## src/rtl/cpu8_params.svh

```systemverilog
// Named constants for the 8-bit core opcode decoder.
// Assumes it is included by bare name from the classifier and decoder modules.
`ifndef CPU8_PARAMS_SVH
`define CPU8_PARAMS_SVH

// ==========================================================================
// Opcode columns (high nibble)
`define COL_BTB        4'h0
`define COL_BSC        4'h1
`define COL_REL        4'h2
`define COL_RMW_DIR    4'h3
`define COL_RMW_ACC    4'h4
`define COL_RMW_IDX    4'h5
`define COL_RMW_IX1    4'h6
`define COL_RMW_IX     4'h7
`define COL_CTL_A      4'h8
`define COL_CTL_B      4'h9
`define COL_IMM        4'hA
`define COL_DIR        4'hB
`define COL_EXT        4'hC
`define COL_IX2        4'hD
`define COL_IX1        4'hE
`define COL_IX         4'hF

// ==========================================================================
// Special opcodes and low-nibble selectors
`define OPC_INDEX_TO_ACC 8'h9F
`define OPC_WAIT         8'h8F
`define OPC_IMM_STORE    8'hA7
`define LO_ZERO_TEST     4'hD
`define LO_LOGIC_FIRST   4'h4

// ==========================================================================
// Instruction lengths in bytes
`define LEN_1          2'h1
`define LEN_2          2'h2
`define LEN_3          2'h3

// ==========================================================================
// Cycle counts
`define CYC_2          4'h2
`define CYC_3          4'h3
`define CYC_4          4'h4
`define CYC_5          4'h5
`define CYC_6          4'h6

// ==========================================================================
// Flag masks, order H I N Z C
`define FLAG_NONE      5'h00
`define FLAG_I         5'h08
`define FLAG_NZ        5'h06
`define FLAG_NZC       5'h07
`define FLAG_C         5'h01

// ==========================================================================
// Misc
`define ZERO_BYTE      8'h00
`define NEED_NONE      2'h0
`define NEED_ONE       2'h1
`define NEED_TWO       2'h2

`endif

```

## src/rtl/cpu8_pkg.sv

```systemverilog
// Types shared by the opcode decoder modules.
// Assumes cpu8_params.svh is on the include path.
package cpu8_pkg;

  // ========================================================================
  // Enumerations
  typedef enum logic [3:0] {
    MODE_INH, MODE_IMM, MODE_DIR, MODE_EXT, MODE_IX2, MODE_IX1, MODE_IX,
    MODE_REL, MODE_BTB, MODE_BSC
  } mode_t;

  typedef enum logic [3:0] {
    ALU_SUB, ALU_COMPARE_ACC, ALU_SUBTRACT_WITH_CARRY, ALU_COMPARE_INDEX,
    ALU_AND, ALU_BIT_TEST, ALU_LOAD_ACC, ALU_STORE_ACC, ALU_OTHER
  } alu_t;

  typedef enum logic [0:0] {
    ST_OPCODE, ST_OPERAND
  } state_t;

  // ========================================================================
  // Structures
  typedef struct packed {
    logic [7:0] opcode;
    mode_t      mode;
    alu_t       aluOp;
    logic [1:0] length;
    logic [3:0] cycles;
    logic [4:0] flagMask;
    logic       isZeroTest;
    logic       isIndexToAcc;
    logic       isWait;
    logic       illegal;
  } class_t;

  typedef struct packed {
    class_t      cls;
    logic [15:0] effAddr;
    logic [7:0]  branchOff;
    logic [2:0]  bitNum;
    logic        bitSense;
  } decode_t;

  typedef struct packed {
    state_t      st;
    class_t      cls;
    logic [7:0]  b1;
    logic [7:0]  b2;
    logic [7:0]  idx;
    logic [1:0]  need;
    decode_t     dec;
    logic        decValid;
    logic        halted;
  } dec_state_t;

endpackage

```

## src/rtl/cpu8_opcode_classify.sv

```systemverilog
// Combinational opcode classifier: mode, length, cycles and flag mask.
// Assumes the caller registers whatever it keeps.
`timescale 1ns/1ps
`include "cpu8_params.svh"

module cpu8_opcode_classify (
  // Opcode in
  input  wire logic [7:0]     opcode,
  // Class out
  output cpu8_pkg::class_t    cls
);

  logic [3:0] hi;
  logic [3:0] lo;
  assign hi = opcode[7:4];
  assign lo = opcode[3:0];

  always_comb begin
    cls              = '0;
    cls.opcode       = opcode;
    cls.aluOp        = cpu8_pkg::ALU_OTHER;
    cls.isZeroTest   = (hi >= `COL_RMW_DIR) && (hi <= `COL_RMW_IX) &&
                       (lo == `LO_ZERO_TEST);
    cls.isIndexToAcc = (opcode == `OPC_INDEX_TO_ACC);
    cls.isWait       = (opcode == `OPC_WAIT);
    cls.illegal      = (opcode == `OPC_IMM_STORE);
    cls.flagMask     = `FLAG_NZC;
    unique case (hi)
      `COL_BTB: begin
        cls.mode = cpu8_pkg::MODE_BTB;
        cls.length = `LEN_3;
        cls.cycles = `CYC_5;
        cls.flagMask = `FLAG_C;
      end
      `COL_BSC: begin
        cls.mode = cpu8_pkg::MODE_BSC;
        cls.length = `LEN_2;
        cls.cycles = `CYC_5;
        cls.flagMask = `FLAG_NONE;
      end
      `COL_REL: begin
        cls.mode = cpu8_pkg::MODE_REL;
        cls.length = `LEN_2;
        cls.cycles = `CYC_3;
        cls.flagMask = `FLAG_NONE;
      end
      `COL_RMW_DIR: begin
        cls.mode = cpu8_pkg::MODE_DIR;
        cls.length = `LEN_2;
        cls.cycles = cls.isZeroTest ? `CYC_4 : `CYC_5;
      end
      `COL_RMW_ACC, `COL_RMW_IDX: begin
        cls.mode = cpu8_pkg::MODE_INH;
        cls.length = `LEN_1;
        cls.cycles = `CYC_3;
      end
      `COL_RMW_IX1: begin
        cls.mode = cpu8_pkg::MODE_IX1;
        cls.length = `LEN_2;
        cls.cycles = cls.isZeroTest ? `CYC_5 : `CYC_6;
      end
      `COL_RMW_IX: begin
        cls.mode = cpu8_pkg::MODE_IX;
        cls.length = `LEN_1;
        cls.cycles = cls.isZeroTest ? `CYC_4 : `CYC_5;
      end
      `COL_CTL_A, `COL_CTL_B: begin
        cls.mode = cpu8_pkg::MODE_INH;
        cls.length = `LEN_1;
        cls.cycles = `CYC_2;
        cls.flagMask = cls.isWait ? `FLAG_I : `FLAG_NONE;
      end
      `COL_IMM: begin
        cls.mode = cpu8_pkg::MODE_IMM;
        cls.length = `LEN_2;
        cls.cycles = `CYC_2;
      end
      `COL_DIR: begin
        cls.mode = cpu8_pkg::MODE_DIR;
        cls.length = `LEN_2;
        cls.cycles = `CYC_3;
      end
      `COL_EXT: begin
        cls.mode = cpu8_pkg::MODE_EXT;
        cls.length = `LEN_3;
        cls.cycles = `CYC_4;
      end
      `COL_IX2: begin
        cls.mode = cpu8_pkg::MODE_IX2;
        cls.length = `LEN_3;
        cls.cycles = `CYC_5;
      end
      `COL_IX1: begin
        cls.mode = cpu8_pkg::MODE_IX1;
        cls.length = `LEN_2;
        cls.cycles = `CYC_4;
      end
      `COL_IX: begin
        cls.mode = cpu8_pkg::MODE_IX;
        cls.length = `LEN_1;
        cls.cycles = `CYC_3;
      end
    endcase
    if (cls.isZeroTest) begin
      cls.flagMask = `FLAG_NZ;
    end
    // Register/memory columns: the low nibble names the operation.
    if (hi >= `COL_IMM) begin
      if (lo < `LO_LOGIC_FIRST) begin
        cls.flagMask = `FLAG_NZC;
      end else begin
        cls.flagMask = `FLAG_NZ;
      end
      if (lo[3] == 1'b0) begin
        cls.aluOp = cpu8_pkg::alu_t'({1'b0, lo[2:0]});
      end
    end
  end

endmodule

```

## src/rtl/cpu8_opcode_decode.sv

```systemverilog
// Opcode decoder: collects operand bytes and emits one decoded record.
// Assumes a fetch unit on clk_sys presenting bytes with a valid strobe,
// the index register value as a plain input, and a wake request.
`timescale 1ns/1ps
`include "cpu8_params.svh"

module cpu8_opcode_decode (
  // Clock and reset
  input  wire logic              clk_sys,
  input  wire logic              sys_rst,
  // Instruction byte stream
  input  wire logic              byteValid,
  input  wire logic [7:0]        byteData,
  output logic                   byteReady,
  // Core state
  input  wire logic [7:0]        indexReg,
  input  wire logic              wakeReq,
  // Decoded instruction
  output logic                   decValid,
  output cpu8_pkg::decode_t      decOut,
  output logic                   clearIntMask,
  output logic                   haltClk
);

  // ========================================================================
  // Classification of the incoming opcode
  cpu8_pkg::class_t    clsIn;
  cpu8_pkg::dec_state_t q;
  cpu8_pkg::dec_state_t d;
  logic                 take;

  cpu8_opcode_classify u_classify (
    .opcode (byteData),
    .cls    (clsIn)
  );

  // A halted core must not swallow the byte after the wait opcode.
  assign take = byteValid && byteReady;
  assign byteReady = !q.halted;

  // ========================================================================
  // Effective address and field extraction
  function automatic cpu8_pkg::decode_t build(
      input cpu8_pkg::class_t c, input logic [7:0] b1,
      input logic [7:0] b2, input logic [7:0] x);
    cpu8_pkg::decode_t r;
    r           = '0;
    r.cls       = c;
    r.bitNum    = c.opcode[3:1];
    r.bitSense  = !c.opcode[0];
    unique case (c.mode)
      cpu8_pkg::MODE_DIR, cpu8_pkg::MODE_BSC: begin
        r.effAddr = {`ZERO_BYTE, b1};
      end
      cpu8_pkg::MODE_BTB: begin
        r.effAddr   = {`ZERO_BYTE, b1};
        r.branchOff = b2;
      end
      cpu8_pkg::MODE_REL: begin
        r.branchOff = b1;
      end
      cpu8_pkg::MODE_EXT: begin
        r.effAddr = {b1, b2};
      end
      cpu8_pkg::MODE_IX2: begin
        r.effAddr = 16'({b1, b2} + {`ZERO_BYTE, x});
      end
      cpu8_pkg::MODE_IX1: begin
        r.effAddr = 16'({`ZERO_BYTE, b1} + {`ZERO_BYTE, x});
      end
      cpu8_pkg::MODE_IX: begin
        r.effAddr = {`ZERO_BYTE, x};
      end
      cpu8_pkg::MODE_IMM, cpu8_pkg::MODE_INH: begin
        r.effAddr = '0;
      end
    endcase
    return r;
  endfunction

  // ========================================================================
  // Sequencer
  always_comb begin
    d          = q;
    d.decValid = 1'b0;
    if (q.halted && wakeReq) begin
      d.halted = 1'b0;
    end
    if (take) begin
      unique case (q.st)
        cpu8_pkg::ST_OPCODE: begin
          d.cls  = clsIn;
          d.idx  = indexReg;
          d.b1   = '0;
          d.b2   = '0;
          d.need = 2'(clsIn.length - `LEN_1);
          if (d.need == `NEED_NONE) begin
            d.dec      = build(clsIn, d.b1, d.b2, d.idx);
            d.decValid = 1'b1;
            d.halted   = clsIn.isWait;
          end else begin
            d.st = cpu8_pkg::ST_OPERAND;
          end
        end
        cpu8_pkg::ST_OPERAND: begin
          if (q.need == `NEED_TWO) begin
            d.b1 = byteData;
          end else if (q.cls.length == `LEN_3) begin
            d.b2 = byteData;
          end else begin
            d.b1 = byteData;
          end
          d.need = 2'(q.need - `NEED_ONE);
          if (d.need == `NEED_NONE) begin
            d.dec      = build(q.cls, d.b1, d.b2, q.idx);
            d.decValid = 1'b1;
            d.st       = cpu8_pkg::ST_OPCODE;
          end
        end
      endcase
    end
  end

  always_ff @(posedge clk_sys or posedge sys_rst) begin
    if (sys_rst) begin
      q <= '0;
    end else begin
      q <= d;
    end
  end

  assign decValid     = q.decValid;
  assign decOut       = q.dec;
  assign clearIntMask = q.decValid && q.dec.cls.isWait;
  assign haltClk      = q.halted;

  // ========================================================================
  // Checks
  logic [1:0] byteCnt;
  always_ff @(posedge clk_sys or posedge sys_rst) begin
    if (sys_rst) begin
      byteCnt <= '0;
    end else if (take) begin
      byteCnt <= (q.st == cpu8_pkg::ST_OPCODE) ? `LEN_1 : 2'(byteCnt + 2'h1);
    end
  end
endmodule

```

## config.mk

```make
export PLATFORM = sky130hd
export DESIGN_NAME = cpu8_opcode_decode
export DESIGN_NICKNAME = d
export VERILOG_FILES = /design/src/rtl/cpu8_pkg.sv /design/src/rtl/cpu8_opcode_classify.sv /design/src/rtl/cpu8_opcode_decode.sv
export VERILOG_INCLUDE_DIRS = /design/src /design/src/rtl
export SDC_FILE = /design/constraint.sdc
export NUM_CORES = 1
export LEC_CHECK = 0
export ABC_CLOCK_PERIOD_IN_PS = 3800
export BUFFER_PORTS_ARGS = -buffer_cell sky130_fd_sc_hd__buf_2
export CORE_MARGIN = 1.5
export CORE_UTILIZATION = 35
export CTS_CLUSTER_DIAMETER = 30
export DETAILED_ROUTE_END_ITERATION = 12
export PLACE_DENSITY = 0.63
export SETUP_SLACK_MARGIN = 0.05
export SLEW_MARGIN = 20
export SYNTH_ARGS = -nofsm -noshare
export SYNTH_HDL_FRONTEND = slang
export SYNTH_SLANG_ARGS = --single-unit
export TNS_END_PERCENT = 50
```

## constraint.sdc

```tcl
create_clock -name clk_sys -period 3.8 [get_ports clk_sys]
set_clock_uncertainty 0.05 [all_clocks]
set_input_delay 0.19 -clock clk_sys [delete_from_list [all_inputs] [get_ports clk_sys]]
set_output_delay 0.19 -clock clk_sys [all_outputs]
set_load 0.005 [all_outputs]
```

==> out/results.ini <==
[clock_network]
clk_latency_ns = 0.36
clkTransAtPathRegs_ns = 0.08
postCtsSetupBuffers = 0
cts_buffer_depth = 2
htreeDepth = 3
clkSinkCount = 110
root_buffer = clkbuf_16
cts_buffers = 9
cts_hold_buffers = 9
cts_tree = done
cts_resized = 0

[grt]
track_usage_pct = 19.23
grt_pass1_wl_mm = 30.10
grt_max_degree = 45
grt_pass1_vias = 5328
globalRouteOverflowTotal = 0
antenna_found_initial = 0

[synthesis]
ys_ff_latch = 110
syn_inst = 763
synthSimpleGateAreaFrac_pct = 16.59
synth_cell_type_count = 71
netlist_area_sq_um = 6803
synthArstFlopShare_pct = 100.0
yosysSeqAreaShare_pct = 40.46
yosys_warnings = 0
synthAdderAreaFrac_pct = 5.003
synth.avg_cell_area_sq_um = 8.916
synth_mux_area_share_pct = 2.851
synth_top_family_by_area = compound AO/OA/AOI/OAI gates
synth_edf_count = 0
synth_compound_area_share_pct = 21.37
synth-xor-area-share_pct = 1.931
ys.flop_type = dfrtp_1

[sta]
finalSetupTns_ns = 0
max_slew_margin_pct = 33.59
rsz0062_at_grt = false
drv_slew = 0
finalSetupViolCount = 0
whs_ns = 0.01558
post-route-period-util_pct = 90.79
hold_viol_final = 0
clock.fmax_ghz = 0.2899
tightest_slew_ns = 0.9939
final.min_clock_period_ns = 3.450

[route]
first_pass_iters = 5
drt_iter0_markers = 652
via_per_inst = 5.311
drc = 0
finalWirelength_mm = 18.76
ant_nets = 0
wire_per_inst_microns = 18.08
vias = 5513

[min_path]
worstHoldStart = indexReg[7]
hold_depth = 3
hold_end = q[70]
hold_class = in -> reg

[finish]
layout_commonest_cell = nand2_1
final.fill_count = 1925
area_growth_syn_to_layout_pct = 8.240
design_area_sq_um = 7363
instances_no_fill = 1038
fin_nets = 819
drive_above_1_share_pct = 18.64
layout_common_cells = nand2_1 (141), dfrtp_1 (110), buf_2 (80)
diodes = 0
final_core_util_pct = 38.97

[job]
cap_violations = 0

[worst_setup_path]
worstReg2RegEnd = decOut[20]
critPathMaxFanout = 12
slowest_delay_ns = 0.44
r2r_start = q[61]
end_kind = register
cp_cell_sequence = inv_1, ha_1, and3b_4, mux2i_2, inv_2, ha_1, fa_1, a21o_1, a221oi_2, o21ai_1, xnor2_1, nand2_1, a31oi_1
crit_family = compound AO/OA/AOI/OAI gates
start_kind = register
worst_ep_arrival_time_ns = 3.68
required_ns = 4.03
crit_top_cell = ha_1
crit_path_top_delay_cell = and3b_4
regToRegSetupSlack_ns = 0.35
r2r_cells = 13
crit_type = reg -> reg
crit_buf_inv = 2

[run_status]
status = finished, final reports clean

[place]
place_inst = 1013
dp_hpwl_mm = 13.36
gp_congestion = 0.9202
portBuffers = 80
post_dp_cell_area_sq_um = 6990

[floorplanning]
die_area_sq_um = 20280
core_sq_um = 18890
die-height_microns = 142.4
pin_count = 83
start_util_pct = 36.01
rows = 50
dieWidth_microns = 142.4

[pwr]
p_leak_uw = 0.003504
power.share.clock_pct = 16.3
p_comb_share_pct = 48.8
ir_worst_vdd_uv = 306.4
p_seq_share_pct = 34.8
switching_share_pct = 43.33
p_switching_uw = 2486
internal_power_uw = 3252
p_per_area_nw_per_um2 = 779.3

## worst reg2reg max path: stages, from the launching register on
cell and delay (ns):
dfrtp_1 0.38, inv_1 0.07, ha_1 0.20, and3b_4 0.44, mux2i_2 0.32, inv_2 0.07, ha_1 0.21, fa_1 0.43
a21o_1 0.23, a221oi_2 0.30, o21ai_1 0.23, xnor2_1 0.18, nand2_1 0.07, a31oi_1 0.20
## Yosys cell counts, drive strengths merged, types with 14 or more instances
cell,n,area share [%]
nor2,35,2.0
o22ai,14,1.3
clkbuf,24,1.3
ha,24,4.4
mux2i,17,2.9
nand2,142,7.9
a21oi,36,2.9
o21ai,68,5.0
a22oi,19,2.1
buf,88,9.2
dfrtp,110,40
inv,21,1.2
a22o,19,2.4
## flip-flops by register name (all words and copies together) (netlist names)
register  flops
decValid      1
decOut       53
haltClk       1
q            55
## power groups by stage
stage / sequential, uW / combinational [uW] / clock [uW]
final: 2000 / 2800 / 938
after global routing: 2070 / 3120 / 995
after CTS: 2000 / 2800 / 953
after detailed placement: 2020 / 2780 / 0
after global placement: 2010 / 2750 / 0
after floorplan: 1850 / 2320 / 0
## stage by stage
step,total power [uW],setup WS [ns]
6_report,5738,0.3499
5_1_grt,6180,0.08614
4_1_cts,5749,0.3690
3_5_place_dp,4793,0.4023
3_3_place_gp,4763,0.4589
2_1_floorplan,4176,0.5675
## cells by family after synthesis
group / Yosys count
and+or+nand+nor: 243
AOI/OAI and AO/OA: 217
buffers and inverters: 134
DFF: 110
adders and majority gates: 26
muxes: 17
xor gates and xnor gates: 15
other: 1
## area by class of cell
class                   count  area [sq um]  area share (%)
clock inverters             6         43.79          0.5947
flip-flops and latches    110          2753           37.38
multi-input cells         520          3269           44.40
repair buffers            110         648.1           8.802
well taps                 260         325.3           4.418
clock buffers              10         239.0           3.246
inverters                  22         85.08           1.155
## how the worst max path moves through the flow
stage	to	depth (start not counted)	from	slack, ns
2_1_floorplan	decOut[20]	15	q[61]	0.57
3_5_place_dp	decOut[19]	13	q[61]	0.40
6_report	decOut[20]	13	q[61]	0.35
5_1_grt	decOut[19]	13	q[61]	0.09
3_3_place_gp	decOut[20]	13	q[61]	0.46
4_1_cts	decOut[20]	13	q[61]	0.37
## per-layer routing
metal,global-route usage (%),up-vias,part of all wire (%)
met5,0,-,0
met3,4.542,26,6.9
met2,29.47,174,45
met4,5.426,0,1.7
li1,-,2648,-
met1,27.04,2665,46
Power figures use the tool's default switching activity.
